File: src/logic/strobe_realign_pkg.sv
// Shared constants for the output strobe realign and code clipping logic.
// Assumes one sample clock; all inputs synchronous to it.
package strobe_realign_pkg;
    localparam int  CODE_W        = 8;
    localparam int  RAW_W         = 10;
    localparam logic [7:0] CODE_MIN = 8'h00;
    localparam logic [7:0] CODE_MAX = 8'hFF;
    localparam logic [7:0] CODE_RST = 8'h80;
    // Normal clock to strobe delay, in ns, and its count of cycles at 40 MHz
    localparam int  CLK_PERIOD_PS = 25000;
    localparam int  LATENCY_NS    = 75;
    localparam int  LATENCY_CYC_I = ((LATENCY_NS * 1000) / CLK_PERIOD_PS) < 1 ? 1
                                    : ((LATENCY_NS * 1000) / CLK_PERIOD_PS);
    localparam logic [3:0] LATENCY_CYC = 4'(LATENCY_CYC_I);
    localparam logic       STROBE_RST  = 1'b0;
    localparam logic [9:0] RAW_RST     = 10'h000;
endpackage : strobe_realign_pkg
File: src/logic/code_clip.sv
// Offset-binary code clipping and over-range detection for one bus.
// Assumes a signed two's complement raw result centred on midscale.
`timescale 1ns/1ps
`default_nettype none
module code_clip (
    // Clock and control
    input  wire logic                                mclk_i,
    input  wire logic                                rst_i,
    input  wire logic                                ce_i,
    // Raw signed result
    input  wire logic signed [strobe_realign_pkg::RAW_W-1:0]  raw_i,
    // Clipped code and flag
    output logic        [strobe_realign_pkg::CODE_W-1:0] code_o,
    output logic                                     over_o
);
    logic signed [strobe_realign_pkg::RAW_W:0] biased;
    // Extra bit keeps the biased sum from wrapping at the ends of the raw range
    assign biased = $signed({raw_i[strobe_realign_pkg::RAW_W-1], raw_i}) + 11'sh080;

    always_ff @(posedge mclk_i) begin
        if (rst_i) begin
            code_o <= strobe_realign_pkg::CODE_RST;
            over_o <= 1'b0;
        end else if (ce_i) begin
            // RQ9 saturate at ends
            if (biased < 11'sh000) begin
                code_o <= strobe_realign_pkg::CODE_MIN;
                over_o <= 1'b1;
            end else if (biased > 11'sh0FF) begin
                code_o <= strobe_realign_pkg::CODE_MAX;
                over_o <= 1'b1;
            end else begin
                // RQ8 offset binary code
                code_o <= biased[7:0];
                over_o <= 1'b0;
            end
        end
    end
endmodule : code_clip
`default_nettype wire

File: src/logic/output_clock_realign_sync.sv
// Output strobe realignment, calibration gating and output code clipping.
// Assumes the realign pulse is released on a rising clock edge by the controller.
`timescale 1ns/1ps
`default_nettype none
// Notes on behaviour
// RQ1 - Realign assertion is accepted at any moment without qualification.
// RQ2 - During realign the strobe holds a level set by rate and edge mode.
// RQ3 - A shortened strobe pulse may appear when realign cuts a period.
// RQ4 - Controller releases realign on a rising edge of the sample clock.
// RQ5 - First falling edge after release restarts the strobe phase.
// RQ6 - Strobe resumes after the normal clock to strobe latency.
// RQ7 - Controller never asserts realign while calibration is active.
// RQ8 - Output codes are 8-bit offset binary, midscale at 7Fh/80h.
// RQ9 - Out of range inputs saturate at the nearest end code.
// RQ10 - Over-range flag is active exactly while the signal is out of range.
// RQ11 - Over-range flag is set if either bus falls outside 00h to FFh.
// RQ12 - Calibration flag high for whole cycle; strobe inactive meanwhile.
module output_clock_realign_sync (
    // Clock, reset, enable
    input  wire logic        mclk_i,
    input  wire logic        rst_i,
    input  wire logic        ce_i,
    // Mode controls
    input  wire logic        ddr_mode_i,
    input  wire logic        edge_sel_i,
    // Realign and calibration
    input  wire logic        strobe_realign_in_i,
    input  wire logic        cal_start_i,
    input  wire logic [7:0]  cal_len_i,
    output logic             calibration_active_o,
    // Raw results of both buses
    input  wire logic [9:0]  raw_a_i,
    input  wire logic [9:0]  raw_b_i,
    // Outputs
    output logic [7:0]       code_a_o,
    output logic [7:0]       code_b_o,
    output logic             over_range_o,
    output logic             output_strobe_o
);
    // RUN toggles the strobe, HOLD pins it while realign is high,
    // WAIT_FALL waits for the falling-edge marker and LATENT counts out
    // the normal clock to strobe delay before toggling resumes
    typedef enum logic [1:0] {RUN, HOLD, WAIT_FALL, LATENT} phase_e;
    phase_e     phase;
    logic [3:0] lat_cnt;
    logic [7:0] cal_cnt;
    logic       div;
    logic       fall_seen;
    logic       over_a;
    logic       over_b;
    logic       cal_begin;

    function automatic logic hold_level(input logic ddr, input logic edge_sel);
        hold_level = ddr ? ~edge_sel : edge_sel;
    endfunction : hold_level

    // Falling edge marker, sampled once per clock: set after a realign release
    // Living on the falling edge lines the restart up with every sibling
    // converter released on the same rising edge
    always_ff @(negedge mclk_i) begin
        if (rst_i) begin
            fall_seen <= 1'b0;
        end else if (ce_i) begin
            // RQ5 falling edge restart
            fall_seen <= (phase == WAIT_FALL);
        end
    end

    always_ff @(posedge mclk_i) begin
        if (rst_i) begin
            phase   <= RUN;
            lat_cnt <= 4'h0;
        end else if (ce_i) begin
            case (phase)
                RUN: begin
                    // RQ1 unqualified assertion
                    if (strobe_realign_in_i) begin
                        phase <= HOLD;
                    end
                end
                HOLD: begin
                    // RQ4 release on rising edge
                    if (!strobe_realign_in_i) begin
                        phase <= WAIT_FALL;
                    end
                end
                WAIT_FALL: begin
                    if (strobe_realign_in_i) begin
                        phase <= HOLD;
                    end else if (fall_seen) begin
                        phase   <= LATENT;
                        lat_cnt <= 4'h1;
                    end
                end
                LATENT: begin
                    // RQ6 normal latency
                    if (strobe_realign_in_i) begin
                        phase <= HOLD;
                    end else if (lat_cnt >= strobe_realign_pkg::LATENCY_CYC) begin
                        phase <= RUN;
                    end else begin
                        lat_cnt <= lat_cnt + 4'h1;
                    end
                end
                default: phase <= RUN;
            endcase
        end
    end

    // Start is refused while realign is high or a cycle is running
    assign cal_begin = !calibration_active_o && cal_start_i && !strobe_realign_in_i;

    // RQ12 calibration cycle
    always_ff @(posedge mclk_i) begin
        if (rst_i) begin
            calibration_active_o <= 1'b0;
            cal_cnt              <= 8'h00;
        end else if (ce_i) begin
            // RQ7 start refused while realign is high
            if (cal_begin) begin
                calibration_active_o <= 1'b1;
                cal_cnt              <= cal_len_i;
            end else if (calibration_active_o) begin
                if (cal_cnt == 8'h00) begin
                    calibration_active_o <= 1'b0;
                end else begin
                    cal_cnt <= cal_cnt - 8'h01;
                end
            end
        end
    end

    // Strobe divider; realign may cut it short mid-period
    always_ff @(posedge mclk_i) begin
        if (rst_i) begin
            div             <= strobe_realign_pkg::STROBE_RST;
            output_strobe_o <= strobe_realign_pkg::STROBE_RST;
        end else if (ce_i) begin
            // RQ12 quiet from the start edge
            if (calibration_active_o || cal_begin) begin
                output_strobe_o <= 1'b0;
                div             <= 1'b0;
            // RQ2 RQ3 held level
            end else if (strobe_realign_in_i || phase != RUN) begin
                output_strobe_o <= hold_level(ddr_mode_i, edge_sel_i);
                div             <= 1'b0;
            end else begin
                div             <= ~div;
                output_strobe_o <= ddr_mode_i ? ~output_strobe_o : (div ^ edge_sel_i);
            end
        end
    end

    code_clip u_clip_a (
        .mclk_i (mclk_i),
        .rst_i  (rst_i),
        .ce_i   (ce_i),
        .raw_i  (raw_a_i),
        .code_o (code_a_o),
        .over_o (over_a)
    );
    code_clip u_clip_b (
        .mclk_i (mclk_i),
        .rst_i  (rst_i),
        .ce_i   (ce_i),
        .raw_i  (raw_b_i),
        .code_o (code_b_o),
        .over_o (over_b)
    );
    // RQ10 RQ11 either bus out of range
    assign over_range_o = over_a | over_b;

    hold_level_a: assert property (@(posedge mclk_i) disable iff (rst_i) // RQ2
        ce_i && strobe_realign_in_i && !calibration_active_o
        |=> output_strobe_o == hold_level($past(ddr_mode_i), $past(edge_sel_i)))
        else $error("strobe not held during realign");
    cal_quiet_a: assert property (@(posedge mclk_i) disable iff (rst_i) // RQ12
        ce_i && calibration_active_o |=> !output_strobe_o)
        else $error("strobe active during calibration");
    clip_high_a: assert property (@(posedge mclk_i) disable iff (rst_i) // RQ9
        ce_i && $signed(raw_a_i) > 10'sh07F |=> code_a_o == 8'hFF && over_range_o)
        else $error("high clip missing");
    clip_low_a: assert property (@(posedge mclk_i) disable iff (rst_i) // RQ9
        ce_i && $signed(raw_a_i) < -10'sh080 |=> code_a_o == 8'h00)
        else $error("low clip missing");
    mid_code_a: assert property (@(posedge mclk_i) disable iff (rst_i) // RQ8
        ce_i && raw_a_i == 10'h000 |=> code_a_o == 8'h80)
        else $error("midscale code wrong");
    in_range_a: assert property (@(posedge mclk_i) disable iff (rst_i) // RQ10
        ce_i && $signed(raw_a_i) inside {[-128:127]} && $signed(raw_b_i) inside {[-128:127]}
        |=> !over_range_o)
        else $error("flag set in range");
    either_bus_a: assert property (@(posedge mclk_i) disable iff (rst_i) // RQ11
        ce_i && $signed(raw_b_i) > 10'sh07F |=> over_range_o)
        else $error("bus b range not flagged");
    resume_lat_a: assert property (@(posedge mclk_i) disable iff (rst_i) // RQ6
        phase == HOLD && !strobe_realign_in_i && ce_i ##1 ce_i [*8]
        |-> phase == RUN || strobe_realign_in_i)
        else $error("strobe did not resume");

    // Strobe sequencing checks
    realign_enter_a: assert property (@(posedge mclk_i) disable iff (rst_i) // RQ1
        ce_i && strobe_realign_in_i |=> phase == HOLD)
        else $error("realign not taken");
    restart_fall_a: assert property (@(posedge mclk_i) disable iff (rst_i) // RQ5
        ce_i && phase == WAIT_FALL && !strobe_realign_in_i |=> phase == LATENT)
        else $error("no restart on falling edge");
    latent_hold_a: assert property (@(posedge mclk_i) disable iff (rst_i) // RQ6
        ce_i && phase == LATENT && !calibration_active_o && !cal_begin
        |=> output_strobe_o == hold_level($past(ddr_mode_i), $past(edge_sel_i)))
        else $error("strobe moved during latency");
    ddr_toggle_a: assert property (@(posedge mclk_i) disable iff (rst_i) // RQ6
        ce_i && phase == RUN && ddr_mode_i && !strobe_realign_in_i && !calibration_active_o && !cal_begin
        |=> output_strobe_o != $past(output_strobe_o))
        else $error("strobe stalled in run");
    cal_start_a: assert property (@(posedge mclk_i) disable iff (rst_i) // RQ12
        ce_i && cal_begin |=> calibration_active_o && !output_strobe_o)
        else $error("calibration start not quiet");

    // Scenario covers
    realign_c: cover property (@(posedge mclk_i) phase == LATENT ##[1:8] phase == RUN);
    cal_c: cover property (@(posedge mclk_i) $fell(calibration_active_o));
    over_c: cover property (@(posedge mclk_i) $rose(over_range_o));
    ddr_realign_c: cover property (@(posedge mclk_i) ddr_mode_i && phase == HOLD);
    sdr_realign_c: cover property (@(posedge mclk_i) !ddr_mode_i && phase == HOLD);
endmodule : output_clock_realign_sync
`default_nettype wire

File: config.mk
export PLATFORM = sky130hd
export DESIGN_NAME = output_clock_realign_sync
export DESIGN_NICKNAME = d
export VERILOG_FILES = /design/src/logic/strobe_realign_pkg.sv /design/src/logic/code_clip.sv /design/src/logic/output_clock_realign_sync.sv
export SDC_FILE = /design/constraint.sdc
export NUM_CORES = 1
export LEC_CHECK = 0
export BUFFER_PORTS_ARGS = -buffer_cell sky130_fd_sc_hd__buf_2
export CORE_MARGIN = 10
export CORE_UTILIZATION = 35
export CTS_CLUSTER_SIZE = 14
export DETAILED_ROUTE_END_ITERATION = 12
export PLACE_DENSITY = 0.64
export SLEW_MARGIN = 20
export SYNTH_ARGS = -nofsm -noshare
export SYNTH_HDL_FRONTEND = slang
export SYNTH_SLANG_ARGS = --single-unit
File: constraint.sdc
create_clock -name mclk_i -period 1.8 [get_ports mclk_i]
set_input_delay 0.18 -clock mclk_i [delete_from_list [all_inputs] [get_ports mclk_i]]
set_output_delay 0.18 -clock mclk_i [all_outputs]
set_load 0.01 [all_outputs]
==> impl_metrics.yaml <==
floorplanning:
  start_util_pct: 36.7
  io_pins: 54
  die_h_um: 93.9
  die_area_um2: 8810
  chipWidth_um: 93.9
  core_region_area_um2: 5200
  num_rows: 26
run_status:
  status: "finished, violations left"
  violations: "negative setup slack"
power_and_ir_drop:
  leakage_nw: 1.09
  vdd_ir_drop_max_uv: 443
  p_per_area_nw_per_um2: 819
timing:
  setup_viol: 4
  clock_skew_ps: 56.0
  hold_viol: 0
  setup_slack_ps: -87.7
  worst_pin_slew_ps: 850
  relSlewSlack_pct: 43.1
  rsz0062_at_grt: "yes"
  setup_tns_ps: -197
  maxSlewViolCount: 0
clock_tree:
  htreeDepth: 2
  hold_buffers: 0
  numCtsBuffers: 5
  cts_tree: "done"
  cts.sinks: 36
  cts_buffer_depth: 2
  cts-root-buf: "clkbuf_8"
  cts.clk_slew.worst_paths_ps: 80
  clk_latency_ps: 340
detailed_routing:
  viasPerCell: 5.03
  avgRoutedWirePerCell_um: 13.5
  drtAntennaViolNets: 0
  vias: 1890
  drc: 0
  wl_mm: 5.07
  drt_iter0_drc: 84
  first_pass_iters: 6
synthesis:
  synth.largest_area_cell: "dfxtp_1"
  yosys_warnings: 0
  synthTopCellsByArea: "dfxtp_1 38%, o21ai_0 6.3%, nand2_1 5.7%"
  synth_nets: 282
  synth-seq-cells: 36
  synth.distinct_cells: 54
  synth_ff_type: "dfxtp_1"
  yosysTopAreaCellShare_pct: 37.7
  async_flop_share_pct: 0
  synth_edf_count: 0
  syn_area_per_cell_um2: 7.96
  synth_area_um2: 1910
  synth.yosys.seq_area_share_pct: 37.7
  synth_cells: 240
global_route:
  grt_overflow_total: 0
  grt_pass1_vias: 1772
  grt_max_degree: 15
  antenna_found_initial: 0
  grt_pass1_wl_mm: 8.25
  grtUsageTotal_pct: 11.6
place:
  numPortBuffers: 53
  gp_congestion: 0.828
  dp.cells: 367
  dpl_worst_slack_ps: -115
  dp_hpwl_mm: 4.00
cells_and_area:
  nFillCells: 529
  regArea_um2: 722
  drive_gt1_share_pct: 29.1
  synthToLayoutAreaGrowth_pct: 29.5
  antenna_cells: 0
  nets: 347
  multi_input_area_um2: 1120
  fin_cells: 376
critical_path:
  cp.arrival_ps: 2080
  critPathMaxFanout: 5
  start_kind: "flip-flop"
  r2r_start: "fall_seen$_SDFFE_NP0P_"
  critPathKind: "flip-flop to flip-flop"
  end_kind: "flip-flop"
  cp.required_ps: 2000
  setup.worst_path.start: "fall_seen$_SDFFE_NP0P_"
flow_run:
  drv_cap: 0
min_path:
  hp-start: "raw_a_i[7]"
  hold_path_class: "input port to flip-flop"
critical path, stage by stage (launching register included):
cell and delay, ps:
dfxtp_2 320, nor2_2 50, nor3_4 180, a21oi_1 90, a311oi_1 200
logic make-up after synthesis:
logic type / synth area share (%)
and+or+nand+nor: 27.9
AOI/OAI and AO/OA: 23.1
DFF: 37.7
buffers and inverters: 5.31
adders and majority gates: 4.59
muxes: 1.31
where the power goes:
| part | leakage, nW | switching [mW] | internal, mW |
|---|---|---|---|
| Clock | 0.0595 | 0.306 | 0.413 |
| Combinational | 0.739 | 0.227 | 0.201 |
| Sequential | 0.296 | 0.0329 | 0.845 |
final cells by class:
| cell class | count | share of cell area [%] |
|---|---|---|
| inverters | 12 | 1.82 |
| repair buffers | 69 | 15.6 |
| flip-flops and latches | 36 | 29.2 |
| clock buffers | 5 | 2.78 |
| clock inverters | 4 | 1.87 |
| well taps | 70 | 3.54 |
| multi-input cells | 180 | 45.2 |
cells in the final DEF, fill, tap and decap left out, types with 4 or more instances in the layout:
cell type / Yosys / layout
nand3_1: 7 / 7
nor2b_1: 5 / 5
nor2_1: 27 / 26
nand2b_1: 6 / 6
o21ai_0: 24 / 23
inv_1: 13 / 13
buf_2: 3 / 53
a211oi_1: 4 / 4
o31ai_1: 5 / 5
a21oi_1: 8 / 8
nand2_1: 29 / 29
dfxtp_1: 36 / 35
nor3_1: 5 / 4
clkbuf_8: 0 / 5
ha_1: 7 / 7
buf_4: 0 / 16
routing by layer:
metal  vias up  track usage [%]  routed length, um
met5         -                0                  0
met4         0             6.20                123
met3        10             2.64                223
met2        38             18.8               2490
met1       850             13.7               2230
li1        992                -                  -
worst paths after layout:
path | cells after the start | slack, ps | end
worst max register to register | 4 | -90 | lat_cnt[0]$_SDFFE_PP0P_
worst max-delay path | 4 | -90 | lat_cnt[0]$_SDFFE_PP0P_
worst min-delay path | 2 | 140 | u_clip_a.code_o[7]$_SDFFE_PP1P_
worst min register to register | 2 | 450 | u_clip_b.code_o[4]$_SDFFE_PP0P_
repair_timing:
action                                  CTS  global route
gates cloned                              0             0
buffers inserted                          0             1
hold endpoints to repair                  0             0
pin swaps                                 4             2
gates resized for setup                   3             2
endpoints found under the setup margin    5             7
cell usage after synthesis (all sizes together) (2+ instances only):
| cell type | number |
|---|---|
| a211oi | 4 |
| a21oi | 9 |
| a31oi | 3 |
| a41oi | 2 |
| and2 | 2 |
| and3 | 3 |
| and4 | 2 |
| buf | 5 |
| clkbuf | 6 |
| dfxtp | 36 |
| ha | 7 |
| inv | 13 |
| nand2 | 29 |
| nand2b | 6 |
| nand3 | 7 |
| nand4 | 2 |
| nor2 | 27 |
| nor2b | 5 |
| nor3 | 5 |
| nor3b | 4 |
| nor4 | 2 |
| nor4b | 2 |
| o21ai | 25 |
| o21bai | 2 |
| o311ai | 3 |
| o31ai | 5 |
| or2 | 2 |
| or3 | 3 |
sequential cells by signal (all words and copies together) (netlist names):
| signal | cells |
|---|---|
| u_clip_a.code_o | 8 |
| lat_cnt | 4 |
| u_clip_b.code_o | 8 |
| cal_cnt | 8 |
| u_clip_b.over_o | 1 |
| calibration_active_o | 1 |
| phase | 2 |
| fall_seen | 1 |
| div | 1 |
| u_clip_a.over_o | 1 |
| output_strobe_o | 1 |
per-stage QoR:
| step | power, mW | hold WS [ps] | utilization (%) | instance area (um^2) |
|---|---|---|---|---|
| 3_3_place_gp | 1.32 | 431 | 44.8 | 2330 |
| 3_5_place_dp | 1.32 | 442 | 44.8 | 2330 |
| 5_1_grt | 2.14 | 142 | 47.5 | 2470 |
| 2_1_floorplan | 1.14 | 279 | - | 1920 |
| 6_report | 2.03 | 138 | 47.5 | 2470 |
| 4_1_cts | 2.04 | 132 | 47.2 | 2460 |
Note: power is estimated with default switching activity, not from simulation.
